--- config.mk ---
export PLATFORM = sky130hd
export DESIGN_NAME = ecb_bank
export DESIGN_NICKNAME = d
export VERILOG_FILES = /design/src/design/ecb_bank.v
export VERILOG_INCLUDE_DIRS = /design/src /design/src/design
export SDC_FILE = /design/constraint.sdc
export NUM_CORES = 1
export LEC_CHECK = 0
export BUFFER_PORTS_ARGS = -buffer_cell sky130_fd_sc_hd__buf_2
export CAP_MARGIN = 20
export CORE_MARGIN = 3
export CORE_UTILIZATION = 60
export CTS_CLUSTER_SIZE = 28
export DETAILED_ROUTE_END_ITERATION = 7
export PLACE_DENSITY_LB_ADDON = 0.08
export SLEW_MARGIN = 40
export SYNTH_ARGS = -nofsm -noshare
export SYNTH_HDL_FRONTEND = slang
export SYNTH_SLANG_ARGS = --single-unit
--- constraint.sdc ---
create_clock -name pclk -period 3.43 [get_ports pclk]
set_input_delay 0.8575 -clock pclk [delete_from_list [all_inputs] [get_ports pclk]]
set_output_delay 0.8575 -clock pclk [all_outputs]
set_load 0.1 [all_outputs]
--- src/design/ecb_defs.vh ---
/*
 * register indices, field positions, reset values and bus constants
 * for the receive error counter bank.
 * assumes: included by the bank's design file and the bench checker; definitions only.
 */
`ifndef ECB_DEFS_VH
`define ECB_DEFS_VH

// ----------------------------------------------------------------
// register indices (byte address is four times the index)
// ----------------------------------------------------------------
`define ECB_IDX_W            14
`define ECB_IDX_FA_HIGH      14'h0902
`define ECB_IDX_FA_LOW       14'h0903
`define ECB_IDX_SEF          14'h0904
`define ECB_IDX_SBE_HIGH     14'h0905
`define ECB_IDX_SBE_LOW      14'h0906
`define ECB_IDX_CTRL         14'h0910

// ----------------------------------------------------------------
// apb address fields
// ----------------------------------------------------------------
`define ECB_ADDR_W           16
`define ECB_ADDR_IDX_HI      15
`define ECB_ADDR_IDX_LO      2
`define ECB_DATA_W           32

// ----------------------------------------------------------------
// counter layout
// ----------------------------------------------------------------
`define ECB_BYTE_W           8
`define ECB_WIDE_W           16
`define ECB_HI_MSB           15
`define ECB_HI_LSB           8
`define ECB_LO_MSB           7
`define ECB_LO_LSB           0

// ----------------------------------------------------------------
// control register fields and reset values
// ----------------------------------------------------------------
`define ECB_CTRL_W           3
`define ECB_CTRL_FA_EN       0
`define ECB_CTRL_SEF_EN      1
`define ECB_CTRL_SBE_EN      2
`define ECB_CTRL_RST         3'h7
`define ECB_CNT_RST          8'h00
`define ECB_WORD_ZERO        32'h0000_0000

`endif

--- src/design/ecb_bank.v ---
/*
 * receive error counter bank: framing alignment error count,
 * severely errored frame count and sync bit error count, all
 * cleared on read, behind an apb slave with one wait state.
 * assumes: error strobes come from framer logic on pclk, one cycle
 * wide; the host reads upper bytes before lower bytes.
 */
// Our own choice: the APB slave port.
`timescale 1ns/1ps
`include "ecb_defs.vh"

// What this block does
// - 16-bit framing error count, low byte after upper
// - framing error count increments per detected error
// - counters hold errors since read, clear on read
// - upper then lower read clears whole count
// - 8-bit severely errored frame counter, clear on read
// - two consecutive bad alignment words, no frame loss
// - 16-bit sync bit error count, two addresses
// - sync bit error count increments per detected error
// - upper byte bits 15..8, lower byte 7..0

// ----------------------------------------------------------------
// saturating counter with clear-on-read
// ----------------------------------------------------------------
module ecb_cnt #(
	parameter W = 8
) (
	input  wire         pclk,
	input  wire         presetn,
	input  wire         inc,
	input  wire         clr,
	output reg  [W-1:0] cnt_r
);

	wire [W-1:0] cnt_nxt;
	wire         full;

	// saturate rather than wrap: a wrapped count reads as few errors
	assign full    = &cnt_r;
	assign cnt_nxt = clr  ? {{(W-1){1'b0}}, inc} :   // clear wins; a same-cycle increment restarts the count at 1
	                 (inc && !full) ? cnt_r + {{(W-1){1'b0}}, 1'b1} :
	                 cnt_r;

	// count register
	always @(posedge pclk or negedge presetn) begin
		if (!presetn) begin
			cnt_r <= {W{1'b0}};
		end else begin
			cnt_r <= cnt_nxt;
		end
	end

endmodule

// ----------------------------------------------------------------
// bank top: apb slave, error qualification, counters
// ----------------------------------------------------------------
module ecb_bank #(
	parameter CNT_W = `ECB_WIDE_W,
	parameter SEF_W = `ECB_BYTE_W
) (
	input  wire                     pclk,
	input  wire                     presetn,
	input  wire                     psel,
	input  wire                     penable,
	input  wire                     pwrite,
	input  wire [`ECB_ADDR_W-1:0]   paddr,
	input  wire [`ECB_DATA_W-1:0]   pwdata,
	input  wire [3:0]               pstrb,
	output reg  [`ECB_DATA_W-1:0]   prdata,
	output reg                      pready,
	output reg                      pslverr,
	input  wire                     fa_err_stb,
	input  wire                     fas_chk_stb,
	input  wire                     fas_chk_bad,
	input  wire                     loss_of_frame,
	input  wire                     sbe_err_stb
);

	// ------------------------------------------------------------
	// declarations
	// ------------------------------------------------------------
	wire                     acc;
	wire                     rd;
	wire                     wr;
	wire [`ECB_IDX_W-1:0]    idx;
	wire                     hit_fa_hi;
	wire                     hit_fa_lo;
	wire                     hit_sef;
	wire                     hit_sbe_hi;
	wire                     hit_sbe_lo;
	wire                     hit_ctrl;
	wire                     mapped;
	wire                     fa_inc;
	wire                     sef_inc;
	wire                     sbe_inc;
	wire                     fa_clr;
	wire                     sef_clr;
	wire                     sbe_clr;
	wire [CNT_W-1:0]         fa_cnt;
	wire [SEF_W-1:0]         sef_cnt;
	wire [CNT_W-1:0]         sbe_cnt;
	reg  [`ECB_CTRL_W-1:0]   ctrl_r;
	reg  [`ECB_CTRL_W-1:0]   ctrl_nxt;
	reg                      prev_bad_r;
	reg                      prev_bad_nxt;
	reg  [`ECB_BYTE_W-1:0]   fa_snap_r;
	reg                      fa_snap_v_r;
	reg  [`ECB_BYTE_W-1:0]   sbe_snap_r;
	reg                      sbe_snap_v_r;
	reg  [`ECB_DATA_W-1:0]   rdata_nxt;

	// ------------------------------------------------------------
	// apb decode
	// ------------------------------------------------------------
	// first access cycle only; pready high ends the transfer next edge
	assign acc = psel && penable && !pready;
	assign rd  = acc && !pwrite;
	assign wr  = acc && pwrite;
	assign idx = paddr[`ECB_ADDR_IDX_HI:`ECB_ADDR_IDX_LO];

	assign hit_fa_hi  = (idx == `ECB_IDX_FA_HIGH);
	assign hit_fa_lo  = (idx == `ECB_IDX_FA_LOW);
	assign hit_sef    = (idx == `ECB_IDX_SEF);
	assign hit_sbe_hi = (idx == `ECB_IDX_SBE_HIGH);
	assign hit_sbe_lo = (idx == `ECB_IDX_SBE_LOW);
	assign hit_ctrl   = (idx == `ECB_IDX_CTRL);
	assign mapped     = hit_fa_hi | hit_fa_lo | hit_sef |
	                    hit_sbe_hi | hit_sbe_lo | hit_ctrl;

	// ------------------------------------------------------------
	// control register
	// ------------------------------------------------------------
	// only byte lane 0 carries bits; other lanes are ignored
	always @* begin
		ctrl_nxt = ctrl_r;
		if (wr && hit_ctrl && pstrb[0]) begin
			ctrl_nxt = pwdata[`ECB_CTRL_W-1:0];
		end
	end

	always @(posedge pclk or negedge presetn) begin
		if (!presetn) begin
			ctrl_r <= `ECB_CTRL_RST;
		end else begin
			ctrl_r <= ctrl_nxt;
		end
	end

	// ------------------------------------------------------------
	// severely errored frame qualification
	// ------------------------------------------------------------
	// a pair counts once; the tracker restarts after each counted
	// pair so three bad words in a row give one event, not two
	assign sef_inc = fas_chk_stb && fas_chk_bad && prev_bad_r &&
	                 !loss_of_frame &&
	                 ctrl_r[`ECB_CTRL_SEF_EN];

	always @* begin
		prev_bad_nxt = prev_bad_r;
		if (loss_of_frame) begin
			prev_bad_nxt = 1'b0;
		end else if (fas_chk_stb) begin
			prev_bad_nxt = fas_chk_bad && !prev_bad_r;
		end
	end

	always @(posedge pclk or negedge presetn) begin
		if (!presetn) begin
			prev_bad_r <= 1'b0;
		end else begin
			prev_bad_r <= prev_bad_nxt;
		end
	end

	// ------------------------------------------------------------
	// increment and clear terms
	// ------------------------------------------------------------
	assign fa_inc  = fa_err_stb  && ctrl_r[`ECB_CTRL_FA_EN];
	assign sbe_inc = sbe_err_stb && ctrl_r[`ECB_CTRL_SBE_EN];

	// upper read clears the whole count once its low byte is saved;
	// a lone low read (wrong order) clears the whole count, upper byte included
	assign fa_clr  = rd && (hit_fa_hi ||
	                 (hit_fa_lo && !fa_snap_v_r));
	assign sbe_clr = rd && (hit_sbe_hi ||
	                 (hit_sbe_lo && !sbe_snap_v_r));
	assign sef_clr = rd && hit_sef;

	// ------------------------------------------------------------
	// counters
	// ------------------------------------------------------------
	ecb_cnt #(
		.W       (CNT_W)
	) u_fa_cnt (
		.pclk    (pclk),
		.presetn (presetn),
		.inc     (fa_inc),
		.clr     (fa_clr),
		.cnt_r   (fa_cnt)
	);

	ecb_cnt #(
		.W       (SEF_W)
	) u_sef_cnt (
		.pclk    (pclk),
		.presetn (presetn),
		.inc     (sef_inc),
		.clr     (sef_clr),
		.cnt_r   (sef_cnt)
	);

	ecb_cnt #(
		.W       (CNT_W)
	) u_sbe_cnt (
		.pclk    (pclk),
		.presetn (presetn),
		.inc     (sbe_inc),
		.clr     (sbe_clr),
		.cnt_r   (sbe_cnt)
	);

	// ------------------------------------------------------------
	// low-byte snapshots
	// ------------------------------------------------------------
	// the live counter keeps counting after the upper read, so the
	// lower read must return the byte frozen with the upper one
	always @(posedge pclk or negedge presetn) begin
		if (!presetn) begin
			fa_snap_r    <= `ECB_CNT_RST;
			fa_snap_v_r  <= 1'b0;
		end else if (rd && hit_fa_hi) begin
			fa_snap_r    <= fa_cnt[`ECB_LO_MSB:`ECB_LO_LSB];
			fa_snap_v_r  <= 1'b1;
		end else if (rd && hit_fa_lo) begin
			fa_snap_v_r  <= 1'b0;
		end
	end

	always @(posedge pclk or negedge presetn) begin
		if (!presetn) begin
			sbe_snap_r   <= `ECB_CNT_RST;
			sbe_snap_v_r <= 1'b0;
		end else if (rd && hit_sbe_hi) begin
			sbe_snap_r   <= sbe_cnt[`ECB_LO_MSB:`ECB_LO_LSB];
			sbe_snap_v_r <= 1'b1;
		end else if (rd && hit_sbe_lo) begin
			sbe_snap_v_r <= 1'b0;
		end
	end

	// ------------------------------------------------------------
	// read data mux
	// ------------------------------------------------------------
	always @* begin
		rdata_nxt = `ECB_WORD_ZERO;
		if (hit_fa_hi) begin
			rdata_nxt[`ECB_LO_MSB:`ECB_LO_LSB] =
				fa_cnt[`ECB_HI_MSB:`ECB_HI_LSB];
		end else if (hit_fa_lo) begin
			rdata_nxt[`ECB_LO_MSB:`ECB_LO_LSB] = fa_snap_v_r ?
				fa_snap_r : fa_cnt[`ECB_LO_MSB:`ECB_LO_LSB];
		end else if (hit_sef) begin
			rdata_nxt[`ECB_LO_MSB:`ECB_LO_LSB] = sef_cnt;
		end else if (hit_sbe_hi) begin
			rdata_nxt[`ECB_LO_MSB:`ECB_LO_LSB] =
				sbe_cnt[`ECB_HI_MSB:`ECB_HI_LSB];
		end else if (hit_sbe_lo) begin
			rdata_nxt[`ECB_LO_MSB:`ECB_LO_LSB] = sbe_snap_v_r ?
				sbe_snap_r : sbe_cnt[`ECB_LO_MSB:`ECB_LO_LSB];
		end else if (hit_ctrl) begin
			rdata_nxt[`ECB_CTRL_W-1:0] = ctrl_r;
		end
	end

	// ------------------------------------------------------------
	// apb response registers
	// ------------------------------------------------------------
	// one wait state: pready rises on the edge after the first
	// access cycle and drops on the edge that completes the transfer
	always @(posedge pclk or negedge presetn) begin
		if (!presetn) begin
			pready  <= 1'b0;
			pslverr <= 1'b0;
			prdata  <= `ECB_WORD_ZERO;
		end else if (acc) begin
			pready  <= 1'b1;
			pslverr <= !mapped;
			prdata  <= pwrite ? `ECB_WORD_ZERO : rdata_nxt;
		end else begin
			pready  <= 1'b0;
			pslverr <= 1'b0;
		end
	end

endmodule

==> metrics.cfg <==
[outcome]
status=finished, final reports clean

[clock_network]
clk_pin_slew_ns=0.08
cts_made_buffers=9
cts-hold-fix-buffers=0
clock_path_buffers=2
cts-root-buf=clkbuf_8
htreeDepth=3
insertion_delay_ns=0.34
cts_tree=done
clock-sinks=72
post_cts_resized=0
post_cts_buffers=0

[timing]
fmax_mhz=421
rsz0062_at_grt=false
slew_violations=0
setup_tns_ns=0
setup_viol=0
period_share_pct=69.2
tightest_slew_ns=0.686
whs_ns=0.501
clock_skew_ns=0.00615
finalHoldViolCount=0
slew_headroom_pct=54.2
period_needed_ns=2.37

[yosys]
yosys_warnings=0
synth-seq-area-share_pct=40.2
synthDistinctLibCells=72
synth_ff_type=dfrtp_1
synth.mux.area_fraction_pct=9.25
synth_common_cells=69 x dfrtp_1, 47 x nor2_1, 33 x nand2_1
synth_area_per_cell_um2=9.50
yosysTopAreaCell=dfrtp_1
synth_xor_area_share_pct=5.85
synth.area.top_cells=dfrtp_1 38%, xnor2_1 5.5%, mux2_2 4.5%
synthCells=473
synth-seq-cells=72
synth_compound_area_share_pct=11.5
yosys.area_share.adder_pct=0.836
synthSimpleGateAreaFrac_pct=25.0
synth_edf_count=0
async_reset_ff_share_pct=100
synth.top_cell.area_share_pct=38.4
netlist_area_mm2=0.00449
synth_top_family_by_area=simple AND/OR/NAND/NOR gates
yosysMostFrequentCell=dfrtp_1

[run]
cap_violations=0

[floorplanning]
row_count=30
die-area_mm2=0.00856
initial_utilization_pct=64.0
fp.dieW_um=92.5
ios=96
fp.dieH_um=92.5
core_mm2=0.00702

[routing]
drt-met1-wl_um=4560
drtAntennaViolNets=0
first_iter_violations=286
wl_met3_um=776
routed_wl_um=9950
dr_total_vias=3627
drc_errors=0
vias_per_cell=6.06
drt_first_pass_iters=5
routedWlPerCell_um=16.6
routed-wl-met2_um=4540
dr.max_layer_used=met4

[global_routing]
grt_pass1_wl_um=16500
grt.overflow.total=0
grtUsageTotal_pct=24.4
antenna_found_initial=0
grt_pass1_vias=3325
grt_max_degree=44

[place]
dp_hpwl_um=7400
io_buffer_count=37
gp_congestion=0.938
dpl.cell_count=584

[worst_setup_path]
worstSetupEndpoint=u_sef_cnt.cnt_r[0]
r2r_end=sbe_snap_r[0]
rrSetupSlack_ns=1.33
crit_type=input pin to flop
required_ns=3.69
critPathCaptureType=flop
startpoint_type=input pin
worstPathMaxFanout=9
reg2regPathDepth=4
r2r_start=pready
arrival_ns=2.63
crit_start=paddr[7]

[finish]
nets=564
stdcell_count=599
syn_to_final_growth_pct=7.94
drive_gt1_share_pct=19.5
n_antenna_cell=0

[power]
leakagePower_nw=2.00
power_per_cell_area_mw_per_mm2=361
vdd_drop_max_uv=362
finalPower_mw=1.75

[worst_hold_path]
hold_class=flop to flop

==> state kept, by name (all words and copies together) (netlist names) <==
name	count
u_fa_cnt.cnt_r	16
u_sbe_cnt.cnt_r	16
fa_snap_r	8
prdata	8
sbe_snap_r	8
u_sef_cnt.cnt_r	8
ctrl_r	3
fa_snap_v_r	1
pready	1
prev_bad_r	1
pslverr	1
sbe_snap_v_r	1
==> metrics by stage <==
stage | utilization, % | setup WS, ns | area (µm²)
6_report | 69.1 | 1.06 | 4850
5_1_grt | 69.1 | 0.910 | 4850
4_1_cts | 68.9 | 1.07 | 4840
3_5_place_dp | 66.1 | 0.708 | 4640
3_3_place_gp | 66.1 | 0.745 | 4640
2_1_floorplan | - | 1.04 | 4580
==> per-layer routing <==
layer,track usage (%),up-vias
met5,0,-
met2,36.9,146
li1,-,1722
met1,36.2,1751
met3,5.28,8
met4,5.32,0
==> kinds of logic after synthesis <==
group	Yosys count
XOR/XNOR	30
AO/OA/AOI/OAI	74
adder cells (fa/ha/maj)	3
AND/OR/NAND/NOR	195
flip-flops	72
buffers and inverters	59
multiplexers	39
other	1
==> final cells by class <==
| class | instances | area [µm²] |
|---|---|---|
| fill | 586 | 2170 |
| multi-input combinational | 365 | 2460 |
| sequential | 72 | 1810 |
| timing repair buffer | 42 | 235 |
| clock inverter | 5 | 57.6 |
| clock buffer | 10 | 138 |
| inverter | 9 | 33.8 |
| tap | 96 | 120 |
==> worst min-delay path by stage <==
stage | from | to | slack (ns) | cells after the start
2_1_floorplan | sbe_snap_r[2] | sbe_snap_r[2] | 0.46 | 1
4_1_cts | sbe_snap_r[6] | sbe_snap_r[6] | 0.51 | 1
3_5_place_dp | sbe_snap_r[6] | sbe_snap_r[6] | 0.49 | 1
3_3_place_gp | sbe_snap_r[2] | sbe_snap_r[2] | 0.47 | 1
6_report | sbe_snap_r[2] | sbe_snap_r[2] | 0.50 | 1
5_1_grt | sbe_snap_r[2] | sbe_snap_r[2] | 0.52 | 1
==> worst max-delay path, cell delays in order <==
cell and delay [ns]:
buf_2 0.10, nor3_2 0.30, nand3_1 0.31, nor3_1 0.40, and3_1 0.44, mux2i_1 0.23
==> where the power goes <==
group / internal [mW] / switching, mW
Sequential: 0.852 / 0.00349
Combinational: 0.0364 / 0.189
Clock: 0.350 / 0.317
==> placed cells by master, fill, tap and decap left out, types with 3 or more instances in the layout <==
master and n:
nand2b_1 9, nor4b_1 5, o22ai_1 3, dfstp_2 3
dfrtp_1 69, nand2_1 33, nor4_1 15, mux2i_1 19
xnor2_1 28, or3_1 7, nor3b_1 4, a22oi_1 3
nor3_1 17, o21a_1 4, clkinvlp_4 3, o21ai_0 20
and4_1 4, buf_2 37, a21oi_1 17, nand3_1 14
nor2_1 47, nor4_2 4, ha_1 3, conb_1 24
and3_1 4, inv_1 8, mux2_2 18, nand4_1 10
buf_4 4, clkbuf_8 10
No activity file was read; power rests on OpenSTA's default activity.
